**src/core/sarseq_map.svh**
```systemverilog
`ifndef SARSEQ_MAP_SVH
`define SARSEQ_MAP_SVH

// apb register byte addresses
`define SARSEQ_ADDR_CTRL 12'h000
`define SARSEQ_ADDR_STATUS 12'h004
`define SARSEQ_ADDR_RESULT 12'h008

// ctrl fields
`define SARSEQ_CTRL_SWSTART 0
`define SARSEQ_CTRL_BIPOLAR 1

// status fields
`define SARSEQ_STAT_BUSY 0
`define SARSEQ_STAT_LEN8 1
`define SARSEQ_STAT_BIPOLAR 2

// conversion geometry
`define SARSEQ_NBITS 12
`define SARSEQ_ACQ_CYCLES 2'h2
`define SARSEQ_STEPS 14
`define SARSEQ_CODE_RESET 12'h000
`define SARSEQ_MSB_MASK 12'h800
`define SARSEQ_LSB12_MASK 12'h001
`define SARSEQ_LSB8_MASK 12'h010
`define SARSEQ_LEN8_TAIL 12'h008

// timing
`define SARSEQ_CONV_TIME_NS 8000
`define SARSEQ_CLK_MHZ 100

`endif

```
**src/core/sarseq_pkg.sv**
```systemverilog
package sarseq_pkg;

  typedef enum logic [1:0] {
    ST_IDLE,
    ST_ACQ,
    ST_CONV,
    ST_DONE
  } sarseq_st_t;

  typedef struct packed {
    sarseq_st_t st;
    logic [15:0] div_cnt;
    logic [1:0] acq_cnt;
    logic [11:0] sar;
    logic [11:0] mask;
    logic len8;
    logic start_prev;
    logic busy;
    logic clk_en;
    logic track;
    logic eoc;
    logic [11:0] result;
    logic [11:0] data;
    logic [11:0] data_oe;
    logic bipolar;
    logic pready;
    logic pslverr;
    logic [31:0] prdata;
  } sarseq_state_t;

endpackage

```
**src/core/sarseq_top.sv**
```systemverilog
// Contract
// accepted start enables conversion clock and clears every sar bit.
// a started conversion runs to completion; control inputs cannot stop it.
// no conversion data on the outputs while converting.
// end of conversion disables the conversion clock.
// after clock stops, busy drops and result becomes readable.
// bits trialled one at a time, msb first, lsb last.
// keep bit if dac sum below input, else clear it.
// after all bits the sar holds the full 12-bit result.
// falling read-not-convert starts sampling and conversion timing.
// first two clock ticks acquire the input onto the dac.
// after the two acquisition ticks the sample is held, resolution begins.
// analogue input stays disconnected from the dac after sampling.
// bit period is a build parameter matching the conversion time grade.
// no initialisation needed; converts on first start command.
// unipolar result is straight binary, lowest input all zeros.
// highest input decodes to all ones.
// bipolar result is offset binary, negative full scale all zeros.
// busy high only while converting; starts during busy are ignored.
// start when chip active high, select low, read-not-convert low; last wins.
// byte select latched at start: high gives 8 bits, low 12.
// outputs enabled only for read, not busy, active, selected; width per word select.
// end-of-conversion pulse in the cycle of the final lsb decision.
// busy rises with the accepted start and stays high throughout.
`include "sarseq_map.svh"
`timescale 1ns/1ps
`default_nettype none

module sarseq_top
  import sarseq_pkg::*;
#(
  parameter int CONV_TIME_NS = `SARSEQ_CONV_TIME_NS
) (
  input wire logic pclk,
  input wire logic presetn,
  input wire logic [11:0] paddr,
  input wire logic psel,
  input wire logic penable,
  input wire logic pwrite,
  input wire logic [31:0] pwdata,
  output logic [31:0] prdata,
  output logic pready,
  output logic pslverr,
  input wire logic chip_act,
  input wire logic sel_n,
  input wire logic read_nconv,
  input wire logic word_full,
  input wire logic byte_select_len,
  input wire logic cmp_below,
  output logic conversion_busy_flag,
  output logic conv_clk_en,
  output logic input_track,
  output logic [11:0] capacitor_dac_code,
  output logic eoc,
  output logic [11:0] data_out,
  output logic [11:0] data_oe
);

  // whole 12-bit conversion = two acquisition ticks plus twelve bit ticks
  localparam int TICK_RAW = (CONV_TIME_NS * `SARSEQ_CLK_MHZ) / (1000 * `SARSEQ_STEPS);
  // a longest time rounds down, but never below one cycle
  localparam int TICK_CYC = (TICK_RAW < 1) ? 1 : TICK_RAW;
  localparam logic [15:0] TICK_LAST = 16'(TICK_CYC - 1);

  sarseq_state_t q;
  sarseq_state_t d;

  logic start_cond;
  logic start_rise;
  logic sw_start;
  logic tick;
  logic last;
  logic apb_done;
  logic [11:0] trial_sar;
  logic [11:0] trial_mask;

  // pin formatting: 12 bits at once, or left-justified byte pair on db11..db4
  function automatic logic [23:0] fmt_out(input logic [11:0] res, input logic full,
                                          input logic lo_byte);
    logic [11:0] dat;
    logic [11:0] oe;
    dat = res;
    oe = 12'hfff;
    if (!full) begin
      oe = 12'hff0;
      if (lo_byte) begin
        // trailing nibble forced low so the byte reads xxxx0000
        dat = {res[3:0], 4'h0, 4'h0};
      end else begin
        dat = {res[11:4], 4'h0};
      end
    end
    return {oe, dat};
  endfunction

  // last arrival among the three start terms makes the edge
  assign start_cond = chip_act && !sel_n && !read_nconv;
  assign start_rise = start_cond && !q.start_prev;
  assign apb_done = psel && penable && q.pready;
  assign sw_start = apb_done && pwrite && (paddr == `SARSEQ_ADDR_CTRL) &&
                    pwdata[`SARSEQ_CTRL_SWSTART];
  assign tick = q.clk_en && (q.div_cnt == TICK_LAST);
  assign last = q.len8 ? (q.mask == `SARSEQ_LSB8_MASK)
                       : (q.mask == `SARSEQ_LSB12_MASK);

  sarseq_trial u_trial (
    .sar(q.sar),
    .mask(q.mask),
    .cmp_below(cmp_below),
    .last(last),
    .sar_next(trial_sar),
    .mask_next(trial_mask)
  );

  always_comb begin
    d = q;
    d.start_prev = start_cond;
    d.eoc = 1'b0;
    d.pready = 1'b0;
    d.pslverr = 1'b0;
    // divider runs only while the conversion clock is gated on
    if (q.clk_en) begin
      d.div_cnt = tick ? 16'h0000 : (q.div_cnt + 16'h0001);
    end
    case (q.st)
      ST_IDLE: begin
        // nothing to set up after power-up: first start converts
        if (start_rise || sw_start) begin
          d.st = ST_ACQ;
          d.busy = 1'b1;
          d.clk_en = 1'b1;
          d.sar = `SARSEQ_CODE_RESET;
          d.mask = `SARSEQ_CODE_RESET;
          d.len8 = byte_select_len;
          d.track = 1'b1;
          d.acq_cnt = 2'h0;
          d.div_cnt = 16'h0000;
        end
      end
      ST_ACQ: begin
        if (tick) begin
          if (q.acq_cnt == (`SARSEQ_ACQ_CYCLES - 2'h1)) begin
            d.st = ST_CONV;
            d.track = 1'b0;
            d.mask = `SARSEQ_MSB_MASK;
            d.sar = `SARSEQ_MSB_MASK;
          end else begin
            d.acq_cnt = q.acq_cnt + 2'h1;
          end
        end
      end
      ST_CONV: begin
        // start pins are not looked at here: the cycle cannot be restarted
        if (tick) begin
          d.sar = trial_sar;
          d.mask = trial_mask;
          if (last) begin
            d.eoc = 1'b1;
            d.clk_en = 1'b0;
            d.st = ST_DONE;
            if (q.len8) begin
              // short cycle leaves the next trial bit set, lower bits zero
              d.sar = trial_sar | `SARSEQ_LEN8_TAIL;
            end
          end
        end
      end
      ST_DONE: begin
        // clock already off; busy falls one cycle later
        d.busy = 1'b0;
        // same bits serve straight and offset binary; coding is set by the range
        d.result = q.sar;
        d.st = ST_IDLE;
      end
      default: begin
        d.st = ST_IDLE;
      end
    endcase
    // register writes complete on the edge that sees pready
    if (apb_done && pwrite && (paddr == `SARSEQ_ADDR_CTRL)) begin
      d.bipolar = pwdata[`SARSEQ_CTRL_BIPOLAR];
    end
    // one wait state: pready comes on the second access cycle
    if (psel && penable && !q.pready) begin
      d.pready = 1'b1;
      d.prdata = 32'h0000_0000;
      if (paddr == `SARSEQ_ADDR_CTRL) begin
        d.prdata[`SARSEQ_CTRL_BIPOLAR] = q.bipolar;
      end else if (paddr == `SARSEQ_ADDR_STATUS) begin
        d.prdata[`SARSEQ_STAT_BUSY] = q.busy;
        d.prdata[`SARSEQ_STAT_LEN8] = q.len8;
        d.prdata[`SARSEQ_STAT_BIPOLAR] = q.bipolar;
      end else if (paddr == `SARSEQ_ADDR_RESULT) begin
        // result is hidden while busy, as on the pins
        d.prdata[11:0] = q.busy ? 12'h000 : q.result;
      end else begin
        d.pslverr = 1'b1;
      end
    end
    // enables use next busy so no data leaks in the start cycle
    {d.data_oe, d.data} = 24'h00_0000;
    if (read_nconv && !d.busy && chip_act && !sel_n) begin
      {d.data_oe, d.data} = fmt_out(d.result, word_full, byte_select_len);
    end
  end

  always_ff @(posedge pclk or negedge presetn) begin
    if (!presetn) begin
      q <= '0;
    end else begin
      q <= d;
    end
  end

  assign prdata = q.prdata;
  assign pready = q.pready;
  assign pslverr = q.pslverr;
  assign conversion_busy_flag = q.busy;
  assign conv_clk_en = q.clk_en;
  assign input_track = q.track;
  assign capacitor_dac_code = q.sar;
  assign eoc = q.eoc;
  assign data_out = q.data;
  assign data_oe = q.data_oe;

  logic accept;
  assign accept = (q.st == ST_IDLE) && (start_rise || sw_start);
endmodule

`default_nettype wire

```
**src/core/sarseq_trial.sv**
```systemverilog
`timescale 1ns/1ps
`default_nettype none

// one successive-approximation decision plus the next trial bit
module sarseq_trial (
  input wire logic [11:0] sar,
  input wire logic [11:0] mask,
  input wire logic cmp_below,
  input wire logic last,
  output logic [11:0] sar_next,
  output logic [11:0] mask_next
);

  always_comb begin
    // keep the trial bit only while the dac sum stays below the input
    sar_next = cmp_below ? sar : (sar & ~mask);
    mask_next = mask >> 1;
    if (!last) begin
      sar_next = sar_next | mask_next;
    end
  end

endmodule

`default_nettype wire
```
**config.mk**
```make
export PLATFORM = sky130hd
export DESIGN_NAME = sarseq_top
export DESIGN_NICKNAME = d
export VERILOG_FILES = /design/src/core/sarseq_pkg.sv /design/src/core/sarseq_top.sv /design/src/core/sarseq_trial.sv
export VERILOG_INCLUDE_DIRS = /design/src /design/src/core
export SDC_FILE = /design/constraint.sdc
export NUM_CORES = 1
export LEC_CHECK = 0
export ABC_AREA = 0
export BUFFER_PORTS_ARGS = -buffer_cell sky130_fd_sc_hd__buf_4
export CAP_MARGIN = 20
export CORE_MARGIN = 8
export CORE_UTILIZATION = 53
export DETAILED_ROUTE_END_ITERATION = 10
export HOLD_SLACK_MARGIN = 0.08
export PLACE_DENSITY = 0.8
export REMOVE_ABC_BUFFERS = 1
export SLEW_MARGIN = 15
export SYNTH_ARGS = -nofsm -noshare
export SYNTH_HDL_FRONTEND = slang
export SYNTH_SLANG_ARGS = --single-unit
```
**constraint.sdc**
```tcl
create_clock -name pclk -period 2.6 [get_ports pclk]
set_input_delay 0.39 -clock pclk [delete_from_list [all_inputs] [get_ports pclk]]
set_output_delay 0.39 -clock pclk [all_outputs]
set_load 0.005 [all_outputs]
```
==> summary.md, run 1 <==
| Metric | Value |
|---|---|
| First-pass GRT wire length | `18.5 mm` |
| Lkg Pwr | `2.57 nW` |
| Vias in the first global route | `about 3,700` |
| Layout cell share with drive strength beyond 1 | `0.268` |
| Outcome | `completed` |
| Crit path DAT | `2.63 ns` |
| Gr ovfl total | `0` |
| Async SR Flop Fraction | `1.00` |
| EDFF count, synth | `0` |
| Synth Register Bits | `between 90 and 100` |
| Setup_tns | `0 ns` |
| Area of the multi-input gates | `about 0.0019 mm²` |
| Detail Route Antenna Nets | `0` |
| Maximum vdd drop | `0.515 mV` |
| Max-cap viol count | `0` |
| Placed inst area | `between 0.005 and 0.006 mm²` |
| GPL Wtd Cong | `0.825` |
| Yosys warns | `0` |
| Setup Buffers After CTS | `0` |
| Nets | `569` |
| Largest net degree at the start of global routing | `51` |
| DP HPWL | `8.23 mm` |
| Die area | `0.0123 mm²` |
| Largest fanout on the critical path | `7` |
| Worst EP required | `2.85 ns` |
| IO Count | `129` |
| Die Wd | `approximately 110 µm` |
| Register area | `between 0.002 and 0.0025 mm²` |
| Core footprint | `0.00876 mm²` |
| Synth Cell Area | `about 0.0048 mm²` |
| Gr usage total | `0.180` |
| Hold Slack | `0.269 ns` |
| Slowest CP cell | `dfrtp_1` |
| Post-route design area | `0.00533 mm²` |
| Hold Fails Final Rpt | `0` |
| Drt pass-1 iters | `4` |
| Drc violations | `0` |
| Height of the die | `111 µm` |
| Min-Delay Path Class | `primary input to register` |
| Num rows | `34` |
| Antenna diodes | `0` |
| Clock latency reported for the late side of the worst-skew pair | `0.36 ns` |
| Final setup viols | `0` |
| Max Fclk | `0.421 GHz` |
| Max-Slew Margin vs Limit | `0.515` |
| Initial Utilization | `0.547` |
| Unique masters post-synth | `52` |
| DR vias/cell | `5.56` |
| Clock Pin Slew Worst Setup and Hold Paths | `about 0.090 ns` |
| Clock Tree Root | `clkbuf_8` |
| RSZ-0062 raised after global routing | `false` |
| Max H-tree Level | `3` |
| Synth Instances | `around 470` |
| Mapped Avg Cell Area | `10.2 µm²` |
| DRT Wirelength | `~11 mm` |
| Post-synthesis sequential area ratio | `0.475` |
| Final Max Tran Viols | `0` |
| Post-route minimum period | `2.38 ns` |
| Via count | `3,443` |
| TritonCTS clock tree | `built` |
| DRT iter0 DRCs | `155` |
| Worst path max stage delay | `0.44 ns` |
| Worst-Margin Slew | `0.727 ns` |
| CTS Buf Count | `9` |
| I/O Buffers | `78` |
| Clock skew | `approximately 0.0085 ns` |
| Synth Flop Type | `dfrtp_1` |
| Cell Pwr Density | `754 mW/mm²` |
| Clock Sinks | `91` |
| P&R area growth vs syn | `11.2%` |
| Crit share post-route | `0.914` |
| CP Launch Type | `register` |
| Cells along the critical path | `inv_1 -> ha_1 -> nor4bb_1 -> and4_2 -> nand4_1 -> a211oi_2 -> mux2_2` |
| Antenna violations before repair | `0` |
| Crit path capture type | `register` |
| Fill cell count | `715` |
| Clock buffer depth | `2` |
| Critical path class | `register to register` |
| Wire per inst | `between 15 and 20 µm` |
logic make-up (layout without fill, tap and decap cells):
logic type | Yosys count | in the layout | share of synthesized area
AOI/OAI and AO/OA | 88 | 88 | 0.124
xor gates and xnor gates | 14 | 14 | 0.0256
adders and majority gates | 8 | 8 | 0.0209
buffers and inverters | 116 | 136 | 0.147
DFF | 91 | 91 | 0.475
muxes | 35 | 35 | 0.0770
other | 1 | 20 | 0.000782
and+or+nand+nor | 119 | 119 | 0.130
metal layers:
layer	global-route usage	wire (µm)
met2	0.307	5460
met5	0	0
met4	0.0409	108
met3	0.0541	622
met1	0.219	4840
per-stage QoR:
step | instances | power, mW | utilization | worst slack (ns)
after floorplan | 401 | 2.51 | - | 0.120
final | 619 | 4.02 | 0.609 | 0.223
after global placement | 602 | 2.95 | 0.583 | 0.217
after CTS | 619 | 4.01 | 0.608 | 0.109
after detailed placement | 602 | 3.00 | 0.583 | 0.162
after global routing | 619 | 4.24 | 0.609 | 0.0204
critical path, delay by kind of cell, from the launching register on:
family	cells	cell delay, ns
multiplexers	1	0.37
adder cells (fa/ha/maj)	1	0.15
buffers and inverters	1	0.08
flip-flops	1	0.44
AND/OR/NAND/NOR	3	0.89
AO/OA/AOI/OAI	1	0.36
final timing paths:
kind / endpoint / cells past startpoint / start / slack, ns
hold reg to reg: prdata[3]$_DFFE_PN0P_ / 1 / q[62]$_DFF_PN0_ / 0.49
hold / removal: q[34]$_DFFE_PN0N_ / 2 / pwdata[1] / 0.27
setup reg to reg: q[120]$_DFFE_PN0P_ / 7 / q[103]$_DFF_PN0_ / 0.22
min in group asynchronous: q[111]$_DFF_PN0_ / 2 / presetn / 0.54
setup / recovery: q[120]$_DFFE_PN0P_ / 7 / q[103]$_DFF_PN0_ / 0.22
max in group asynchronous: q[120]$_DFFE_PN0P_ / 3 / presetn / 1.41
sequential cells by signal (all words and copies together) (netlist names):
signal,flops
prdata,12
data_oe,2
q,47
conv_clk_en,1
conversion_busy_flag,1
input_track,1
capacitor_dac_code,12
pready,1
pslverr,1
eoc,1
data_out,12
layout by cell type (no fill, tap or decap), types with 3 or more instances in the layout:
cell,synthesis,final
or2_2,3,3
nor3_1,3,3
mux2_2,15,15
nor2_1,30,30
and3_1,3,3
xor2_1,10,10
inv_6,0,3
nor4_1,4,4
conb_1,1,20
nand2_1,34,34
xnor2_1,4,4
clkbuf_8,0,10
dfrtp_1,91,91
a211oi_1,4,3
a31oi_1,3,3
ha_1,8,8
nand3_1,10,10
o21ai_1,11,11
buf_4,69,92
nor2b_1,3,3
o31ai_1,4,4
nand2b_1,5,5
a22o_1,9,9
nand4_1,7,7
o21ai_0,7,7
and4_1,4,3
a21oi_1,27,26
inv_1,26,26
mux2i_1,20,20
o41ai_1,11,11
layout make-up:
cell class	instances	share of cell area
multi-input cells	284	0.355
clock inverters	6	0.0134
flip-flops and latches	91	0.427
clock buffers	10	0.0258
inverters	26	0.0183
repair buffers	94	0.135
well taps	108	0.0253
synth_stat cells (2+ instances only):
library cell / instances / share of area
or4_1: 2 / 0.0031
buf_2: 3 / 0.0031
nor4_1: 4 / 0.0052
dfrtp_1: 91 / 0.47
buf_1: 3 / 0.0023
nand2b_1: 5 / 0.0065
or2_2: 3 / 0.0039
xnor2_1: 4 / 0.0073
nand4_1: 7 / 0.0091
nor4bb_1: 2 / 0.0042
o21ai_0: 7 / 0.0073
ha_1: 8 / 0.021
a21oi_1: 27 / 0.028
nand3_1: 10 / 0.010
o31ai_1: 4 / 0.0063
o21ai_1: 11 / 0.011
nor2_1: 30 / 0.023
a22o_1: 9 / 0.016
buf_4: 69 / 0.11
o41ai_1: 11 / 0.020
or4_4: 2 / 0.0047
clkbuf_1: 14 / 0.011
mux2_2: 15 / 0.035
nor3_1: 3 / 0.0031
a32oi_1: 2 / 0.0037
nand2_1: 34 / 0.027
and2_1: 2 / 0.0026
and3_1: 3 / 0.0039
inv_1: 26 / 0.020
a211oi_1: 4 / 0.0063
a31oi_1: 3 / 0.0039
nor2b_1: 3 / 0.0039
and4_1: 4 / 0.0073
xor2_1: 10 / 0.018
mux2i_1: 20 / 0.042
report_power, final:
group          total (mW)  internal, mW  switching, mW
combinational        1.39         0.531          0.857
sequential           1.63          1.52          0.115
clock                1.00         0.481          0.519
total                4.02          2.53           1.49
repair_timing:
item / in CTS / in global routing
resized for setup: 0 / 3
endpoints found under the setup margin: 0 / 23
hold buffers: 1 / 0
endpoints found under the hold margin: 41 / 0
(Power assumes the default switching activity.)
==> run 2, diff against run 1 <==
--- a/config.mk
+++ b/config.mk
@@ -10,12 +10,13 @@
 export BUFFER_PORTS_ARGS = -buffer_cell sky130_fd_sc_hd__buf_4
 export CAP_MARGIN = 20
 export CORE_MARGIN = 8
-export CORE_UTILIZATION = 53
+export CORE_UTILIZATION = 54
 export DETAILED_ROUTE_END_ITERATION = 10
 export HOLD_SLACK_MARGIN = 0.08
-export PLACE_DENSITY = 0.8
+export PLACE_DENSITY = 0.81
 export REMOVE_ABC_BUFFERS = 1
 export SLEW_MARGIN = 15
 export SYNTH_ARGS = -nofsm -noshare
 export SYNTH_HDL_FRONTEND = slang
+export SYNTH_HIERARCHICAL = 1
 export SYNTH_SLANG_ARGS = --single-unit
==> run 2 against run 1 <==
Net effect: clock skew grew 0.0023 ns; register-to-register slack gained 0.07 ns; non-clock buffer count decreased by 6.
==> summary.md, run 2 <==
| Metric | Value |
|---|---|
| Slowest CP cell | `dfrtp_1` |
| Cell Pwr Density | `450 mW/mm² (-40%)` |
| Dpl ws | `0.178 ns (+0.0156 ns)` |
| Vias in the first global route | `3,485 (-5.0%)` |
| Share of the synthesized area in the top cell type | `0.453 (-0.0217)` |
| Clock buffer depth | `2 (unchanged)` |
| R2r endpoint | `q[79]$_DFFE_PN0P_` |
| Min-Delay Path Class | `primary input to async pin` |
| Hold Fails Final Rpt | `0 (unchanged)` |
| Critical path class | `register to register` |
| DP HPWL | `7.81 mm (-5.1%)` |
| Crit path DAT | `2.57 ns (-0.06 ns)` |
| Largest fanout on the critical path | `18 (+11)` |
| Max H-tree Level | `3 (unchanged)` |
| TritonCTS clock tree | `built` |
| DR vias/cell | `5.32 (-4.4%)` |
| Top post-synthesis cells by area | `dfrtp_1, buf_4, mux2i_1` |
| R2r startpoint | `q[103]$_DFF_PN0_` |
| Num rows | `35 (+2.9%)` |
| Final Max Tran Viols | `0 (unchanged)` |
| Tot Pwr | `2.42 mW (-40%)` |
| Post-route insts no fill | `640 (+3.4%)` |
| Worst reg2reg setup slack | `0.29 ns (+0.07 ns)` |
| Clock Sinks | `91 (unchanged)` |
| Unique masters post-synth | `51 (-1.9%)` |
| Wire per inst | `16.3 µm (-8.3%)` |
| Clock Pin Slew Worst Setup and Hold Paths | `0.09 ns (about the same)` |
| Detail Route Antenna Nets | `0 (unchanged)` |
| CTS Buf Count | `9 (unchanged)` |
| Core footprint | `0.00915 mm² (+4.4%)` |
| Met1 WL | `4.55 mm (-5.9%)` |
| Antenna violations before repair | `0 (unchanged)` |
| GPL Wtd Cong | `0.818 (-0.81%)` |
| Outcome | `completed` |
| Bufs and invs on worst path | `2 (+1)` |
| Fin util | `0.588 (-0.0211)` |
| Cells along the critical path | `inv_1 -> ha_1 -> nor4b_1 -> and3_1 -> a32oi_1 -> nor3_4 -> buf_4 -> mux2i_1` |
| Area leader, netlist | `dfrtp_1` |
| Most frequent cells in the layout | `dfrtp_1, buf_4, nand2_1, inv_1, nor2_1` |
| Fill cell count | `762 (+6.6%)` |
| Synth Flop Type | `dfrtp_1` |
| Placed inst area | `0.00520 mm² (+1.8%)` |
| Setup Buffers After CTS | `0 (unchanged)` |
| Post-route design area | `0.00538 mm² (+0.82%)` |
| Most frequent cell after synthesis | `dfrtp_1` |
| Top cells by count, synth | `dfrtp_1, buf_4, nand2_1, inv_1, nor2_1` |
| I/O Buffers | `78 (unchanged)` |
| CP Launch Type | `register` |
| Setup_tns | `0 ns (unchanged)` |
| Die Wd | `112 µm (+1.2%)` |
| Nets | `587 (+3.2%)` |
| Mapped Avg Cell Area | `9.95 µm² (-2.0%)` |
| Crit share post-route | `0.888 (-0.0265)` |
| Setup WS post-layout | `0.292 ns (+0.0688 ns)` |
| Drt pass-1 iters | `5 (+1)` |
| Layout cell share with drive strength beyond 1 | `0.242 (-0.0261)` |
| Largest net degree at the start of global routing | `58 (+14%)` |
| Placed Cells incl. Taps | `624 (+3.7%)` |
| DRT iter0 DRCs | `171 (+10%)` |
| Max reg flops | `47 (unchanged)` |
| Die area | `0.0127 mm² (+2.4%)` |
| Post-route minimum period | `2.31 ns (-0.0688 ns)` |
| Clock latency reported for the late side of the worst-skew pair | `0.35 ns (about the same)` |
| Gr ovfl total | `0 (unchanged)` |
| Synth Cell Area | `0.00503 mm² (+4.8%)` |
| Worst-Margin Slew | `0.713 ns (-0.0143 ns)` |
| Worst path max stage delay | `0.44 ns (about the same)` |
| Post-synthesis sequential area ratio | `0.453 (-0.0217)` |
| Top routing layer used | `met4` |
| Clock Tree Root | `clkbuf_8` |
| Final setup viols | `0 (unchanged)` |
| Via count | `3,404 (-1.1%)` |
| Crit path capture type | `register` |
| Hold Slack | `0.0734 ns (-0.195 ns)` |
| Met3 WL | `556 µm (-11%)` |
| Max-cap viol count | `0 (unchanged)` |
| Maximum vdd drop | `0.333 mV (-35%)` |
| Height of the die | `112 µm (+1.2%)` |
| Antenna diodes | `0 (unchanged)` |
| First-pass GRT wire length | `17.4 mm (-6.1%)` |
| Metal2 WL | `5.26 mm (-3.7%)` |
| Synth Instances | `505 (+7.0%)` |
| Async SR Flop Fraction | `1.00 (unchanged)` |
| # hold bufs at CTS | `0 (-1)` |
| Largest Register | `q` |
| R2R cell count | `8 (+1)` |
| Max Fclk | `0.433 GHz (+3.0%)` |
| Post-cts resize count | `0 (unchanged)` |
| Commonest non-fill, non-tap cell in the layout | `dfrtp_1` |
| DRT Wirelength | `10.5 mm (-5.1%)` |
| Critical path's top delay family | `simple AND/OR/NAND/NOR gates` |
| RSZ-0062 raised after global routing | `false` |
| IO Count | `129 (unchanged)` |
| Drc violations | `0 (unchanged)` |
| Clock skew | `0.0108 ns (+0.00232 ns)` |
| Max-Slew Margin vs Limit | `0.525 (+0.00957)` |
| Synth Register Bits | `91 (unchanged)` |
| Worst EP required | `2.87 ns (+0.02 ns)` |
| Yosys warns | `6 (+6)` |
| Initial Utilization | `0.549 (+0.00189)` |
| P&R area growth vs syn | `7.00%` |
| Gr usage total | `0.168 (-0.0124)` |
| EDFF count, synth | `0 (unchanged)` |
| Lkg Pwr | `2.63 nW (+2.4%)` |
run 2: logic make-up (layout without fill, tap and decap cells):
logic type | Yosys count | after routing | share of synthesized area
buffers and inverters | 135 | 140 | 0.166
adders and majority gates | 8 | 8 | 0.0199
xor gates and xnor gates | 14 | 14 | 0.0244
other | 2 | 21 | 0.00149
AOI/OAI and AO/OA | 69 | 69 | 0.0966
muxes | 44 | 44 | 0.0924
and+or+nand+nor | 142 | 142 | 0.146
DFF | 91 | 91 | 0.453
run 2: how the worst max path moves through the flow:
stage                           from                                 end  slack (ns)  cells after the start
floorplan           q[105]$_DFF_PN0_   capacitor_dac_code[3]$_DFFE_PN0P_       -0.07                      5
global placement          read_nconv   capacitor_dac_code[1]$_DFFE_PN0P_        0.26                      7
detailed placement        read_nconv   capacitor_dac_code[4]$_DFFE_PN0P_        0.18                      7
CTS                 q[103]$_DFF_PN0_  capacitor_dac_code[10]$_DFFE_PN0P_        0.26                      8
global route        q[103]$_DFF_PN0_   capacitor_dac_code[4]$_DFFE_PN0P_        0.01                      8
finish              q[103]$_DFF_PN0_                   q[79]$_DFFE_PN0P_        0.29                      8
run 2: routing by layer:
layer / vias up / GRT usage
li1: 1637 / -
met1: 1673 / 0.210
met2: 86 / 0.279
met3: 8 / 0.0515
met5: - / 0
met4: 0 / 0.0369
run 2: layout make-up:
cell class / count / area (µm²) / share of cell area
Clock buffer: 10 / 138 / 0.0256
Clock inverter: 6 / 41.3 / 0.00768
Inverter: 36 / 135 / 0.0251
Multi-Input combinational cell: 298 / 1990 / 0.369
Sequential cell: 91 / 2280 / 0.423
Tap cell: 111 / 139 / 0.0258
Timing Repair Buffer: 88 / 661 / 0.123
run 2: where the power goes:
part	switching [mW]	total [mW]	leakage [nW]	internal [mW]
clock	0.499	0.873	0.0960	0.374
sequential	0.00487	1.42	1.19	1.42
combinational	0.0716	0.121	1.35	0.0493
total	0.576	2.42	2.63	1.84
==> run 3, diff against run 2 <==
--- a/config.mk
+++ b/config.mk
@@ -6,7 +6,7 @@
 export SDC_FILE = /design/constraint.sdc
 export NUM_CORES = 1
 export LEC_CHECK = 0
-export ABC_AREA = 0
+export ABC_AREA = 1
 export BUFFER_PORTS_ARGS = -buffer_cell sky130_fd_sc_hd__buf_4
 export CAP_MARGIN = 20
 export CORE_MARGIN = 8
==> run 3 against run 2 <==
Net effect: flip-flop and latch count stayed put; register-to-register slack better by 0.30 ns; sequential share of layout area is 1.3 points lower; cell count is 30% higher; highest routed layer unchanged; via count is 21% higher.
==> summary.md, run 3 <==
| Metric | Value |
|---|---|
| Clock latency reported for the late side of the worst-skew pair | `0.37 ns (+0.02 ns)` |
| Placed Cells incl. Taps | `814 (+30%)` |
| IO Count | `129 (unchanged)` |
| Synth Register Bits | `91 (unchanged)` |
| Unique masters post-synth | `34 (-33%)` |
| Yosys warns | `6 (unchanged)` |
| Setup_tns | `0 ns (unchanged)` |
| Min-Delay Path Class | `primary input to register` |
| Most frequent cell after synthesis | `nand2_1` |
| Clock skew | `0.0112 ns (+0.000454 ns)` |
| Initial Utilization | `0.545 (-0.00460)` |
| Worst-Margin Slew | `0.541 ns (-0.172 ns)` |
| Max H-tree Level | `3 (unchanged)` |
| Drt pass-1 iters | `5 (unchanged)` |
| Post-route design area | `0.00555 mm² (+3.2%)` |
| Hold Slack | `0.215 ns (+0.141 ns)` |
| Synth Instances | `675 (+34%)` |
| Share of the synthesized area in the top cell type | `0.438 (-0.0152)` |
| GPL Wtd Cong | `0.858 (+4.8%)` |
| Largest Register | `q` |
| Worst reg2reg setup slack | `0.59 ns (+0.30 ns)` |
| Clock buffer depth | `2 (unchanged)` |
| RSZ-0062 raised after global routing | `false` |
| Layout cell share with drive strength beyond 1 | `0.162 (-0.0801)` |
| Crit path DAT | `2.31 ns (-0.26 ns)` |
| Final setup viols | `0 (unchanged)` |
| Fill cell count | `860 (+13%)` |
| NetSw | `1.52 mW (+160%)` |
| Post-synthesis sequential area ratio | `0.438 (-0.0152)` |
| Cells along the critical path | `inv_1 -> ha_1 -> inv_1 -> nor2_1 -> inv_1 -> nand2_2 -> a21oi_4 -> buf_4 -> nand3b_1 -> nand2_1` |
| Hold Fails Final Rpt | `0 (unchanged)` |
| Vias in the first global route | `3,911 (+12%)` |
| Cell Pwr Density | `684 mW/mm² (+52%)` |
| Synth Flop Type | `dfrtp_1` |
| Placed inst area | `0.00537 mm² (+3.2%)` |
| Setup Buffers After CTS | `0 (unchanged)` |
| CP Launch Type | `register` |
| Max reg flops | `47 (unchanged)` |
| Slowest CP cell | `dfrtp_1` |
| Crit path capture type | `register` |
| Commonest non-fill, non-tap cell in the layout | `nand2_1` |
| Max-cap viol count | `0 (unchanged)` |
| Gr ovfl total | `0 (unchanged)` |
| CTS Buf Count | `9 (unchanged)` |
| Synth Cell Area | `0.00520 mm² (+3.5%)` |
| Register area | `0.00228 mm² (unchanged)` |
| P&R area growth vs syn | `6.76%` |
| Gr usage total | `0.171 (+0.00313)` |
| Fin util | `0.581 (-0.00619)` |
| Area of the multi-input gates | `0.00210 mm² (+5.8%)` |
| DRT Wirelength | `11.0 mm (+5.0%)` |
| Max Fclk | `0.497 GHz (+15%)` |
| Top post-synthesis cells by area | `dfrtp_1, nand2_1, buf_4` |
| Via count | `4,102 (+21%)` |
| TritonCTS clock tree | `built` |
| Worst path max stage delay | `0.41 ns (-0.03 ns)` |
| Detail Route Antenna Nets | `0 (unchanged)` |
| DP HPWL | `8.10 mm (+3.7%)` |
| Critical path class | `register to register` |
| Wire per inst | `13.2 µm (-19%)` |
| Area leader, netlist | `dfrtp_1` |
| Top cells by count, synth | `nand2_1, dfrtp_1, buf_4, nor2_1, inv_1` |
| Largest fanout on the critical path | `16 (-2)` |
| Largest net degree at the start of global routing | `92 (+59%)` |
| Die Wd | `114 µm (+1.5%)` |
| DRT iter0 DRCs | `306 (+79%)` |
| Clock Pin Slew Worst Setup and Hold Paths | `0.09 ns (about the same)` |
| Most used cell, CP | `inv_1` |
| Height of the die | `114 µm (+1.5%)` |
| Outcome | `completed` |
| Maximum vdd drop | `0.360 mV (+8.2%)` |
| Power share of the sequential group | `0.436 (-0.153)` |
| Lkg Pwr | `2.95 nW (+12%)` |
| Drc violations | `0 (unchanged)` |
| Logic pwr share | `0.335 (+0.285)` |
| Clock Sinks | `91 (unchanged)` |
| Final Max Tran Viols | `0 (unchanged)` |
| Num rows | `36 (+2.9%)` |
| Core footprint | `0.00955 mm² (+4.3%)` |
| First-pass GRT wire length | `18.1 mm (+4.2%)` |
| Post-route insts no fill | `831 (+30%)` |
| Worst EP required | `2.90 ns (+0.03 ns)` |
| Most frequent cells in the layout | `nand2_1, dfrtp_1, buf_4, nor2_1, inv_1` |
| Antenna diodes | `0 (unchanged)` |
| DR vias/cell | `4.94 (-7.2%)` |
| Nets | `756 (+29%)` |
| Internal | `2.28 mW (+24%)` |
| Sw Share | `0.401 (+0.163)` |
| Antenna violations before repair | `0 (unchanged)` |
| EDFF count, synth | `0 (unchanged)` |
| Clock network fraction of total power | `0.229 (-0.132)` |
| Post-cts resize count | `0 (unchanged)` |
| Die area | `0.0130 mm² (+3.0%)` |
| Mapped Avg Cell Area | `7.70 µm² (-23%)` |
| Max-Slew Margin vs Limit | `0.637 (+0.112)` |
| Crit share post-route | `0.774 (-0.114)` |
| Post-route minimum period | `2.01 ns (-0.296 ns)` |
| I/O Buffers | `78 (unchanged)` |
| Clock Tree Root | `clkbuf_8` |
| Async SR Flop Fraction | `1.00 (unchanged)` |
## run 3: cell count changes after synthesis, sizes merged, moves of 9 or more
cell    change
nand3      +14
nor2       +34
nand2     +203
inv        +14
mux2       -19
nand2b     -16
a22o       -20
mux2i      -25
xnor2       -9
a21oi      -11
nand3b     +21
o21ai      +21
## run 3: kinds of logic after synthesis
kind of cell             synth area share
XOR/XNOR                          0.00842
buffers and inverters               0.172
AND/OR/NAND/NOR                     0.315
other                             0.00144
adder cells (fa/ha/maj)            0.0193
flip-flops                          0.438
AO/OA/AOI/OAI                      0.0467
## run 3: stage by stage
stage / total power, mW / setup slack (ns)
detailed placement: 2.94 / 0.547
global placement: 2.89 / 0.653
CTS: 3.81 / 0.586
finish: 3.80 / 0.589
global route: 4.06 / 0.408
floorplan: 2.49 / 0.533
## run 3: cell type report
type | instances | area share
Multi-Input combinational cell | 457 | 0.379
Tap cell | 133 | 0.0300
Sequential cell | 91 | 0.410
Clock inverter | 6 | 0.00879
Inverter | 51 | 0.0345
Timing Repair Buffer | 83 | 0.115
Clock buffer | 10 | 0.0230
## run 3: routing by layer
| metal | global-route usage | vias up | share of wire |
|---|---|---|---|
| met3 | 0.0448 | 17 | 0.067 |
| met4 | 0.0772 | 0 | 0.015 |
| li1 | - | 2044 | - |
| met1 | 0.204 | 1913 | 0.42 |
| met5 | 0 | - | 0 |
| met2 | 0.284 | 128 | 0.50 |
## run 3: worst paths after layout
check / start / to / cells after the start
max: q[120]$_DFFE_PN0P_ / q[87]$_DFFE_PN0P_ / 10
min: read_nconv / q[75]$_DFF_PN0_ / 2
max reg2reg: q[120]$_DFFE_PN0P_ / q[87]$_DFFE_PN0P_ / 10
min reg2reg: q[102]$_DFFE_PN0P_ / q[102]$_DFFE_PN0P_ / 2
max in group asynchronous: presetn / q[114]$_DFF_PN0_ / 3
min in group asynchronous: presetn / q[108]$_DFF_PN0_ / 3
## run 3: what timing repair did
action / CTS / global route
setup endpoints to repair: 0 / 0
hold endpoints to repair: 60 / 0
hold buffers: 1 / 0
## run 3: critical path, delay by kind of cell, from the launching register on
kind,cells,cell delay (ns)
flip-flops,1,0.41
AO/OA/AOI/OAI,1,0.30
adder cells (fa/ha/maj),1,0.27
buffers and inverters,4,0.63
AND/OR/NAND/NOR,4,0.33
## run 3: power groups by stage
stage	combinational [mW]	sequential [mW]	clock, mW
6_report	1.27	1.66	0.871
5_1_grt	1.43	1.67	0.953
4_1_cts	1.26	1.65	0.894
3_5_place_dp	1.26	1.68	0
3_3_place_gp	1.21	1.68	0
2_1_floorplan	0.843	1.65	0
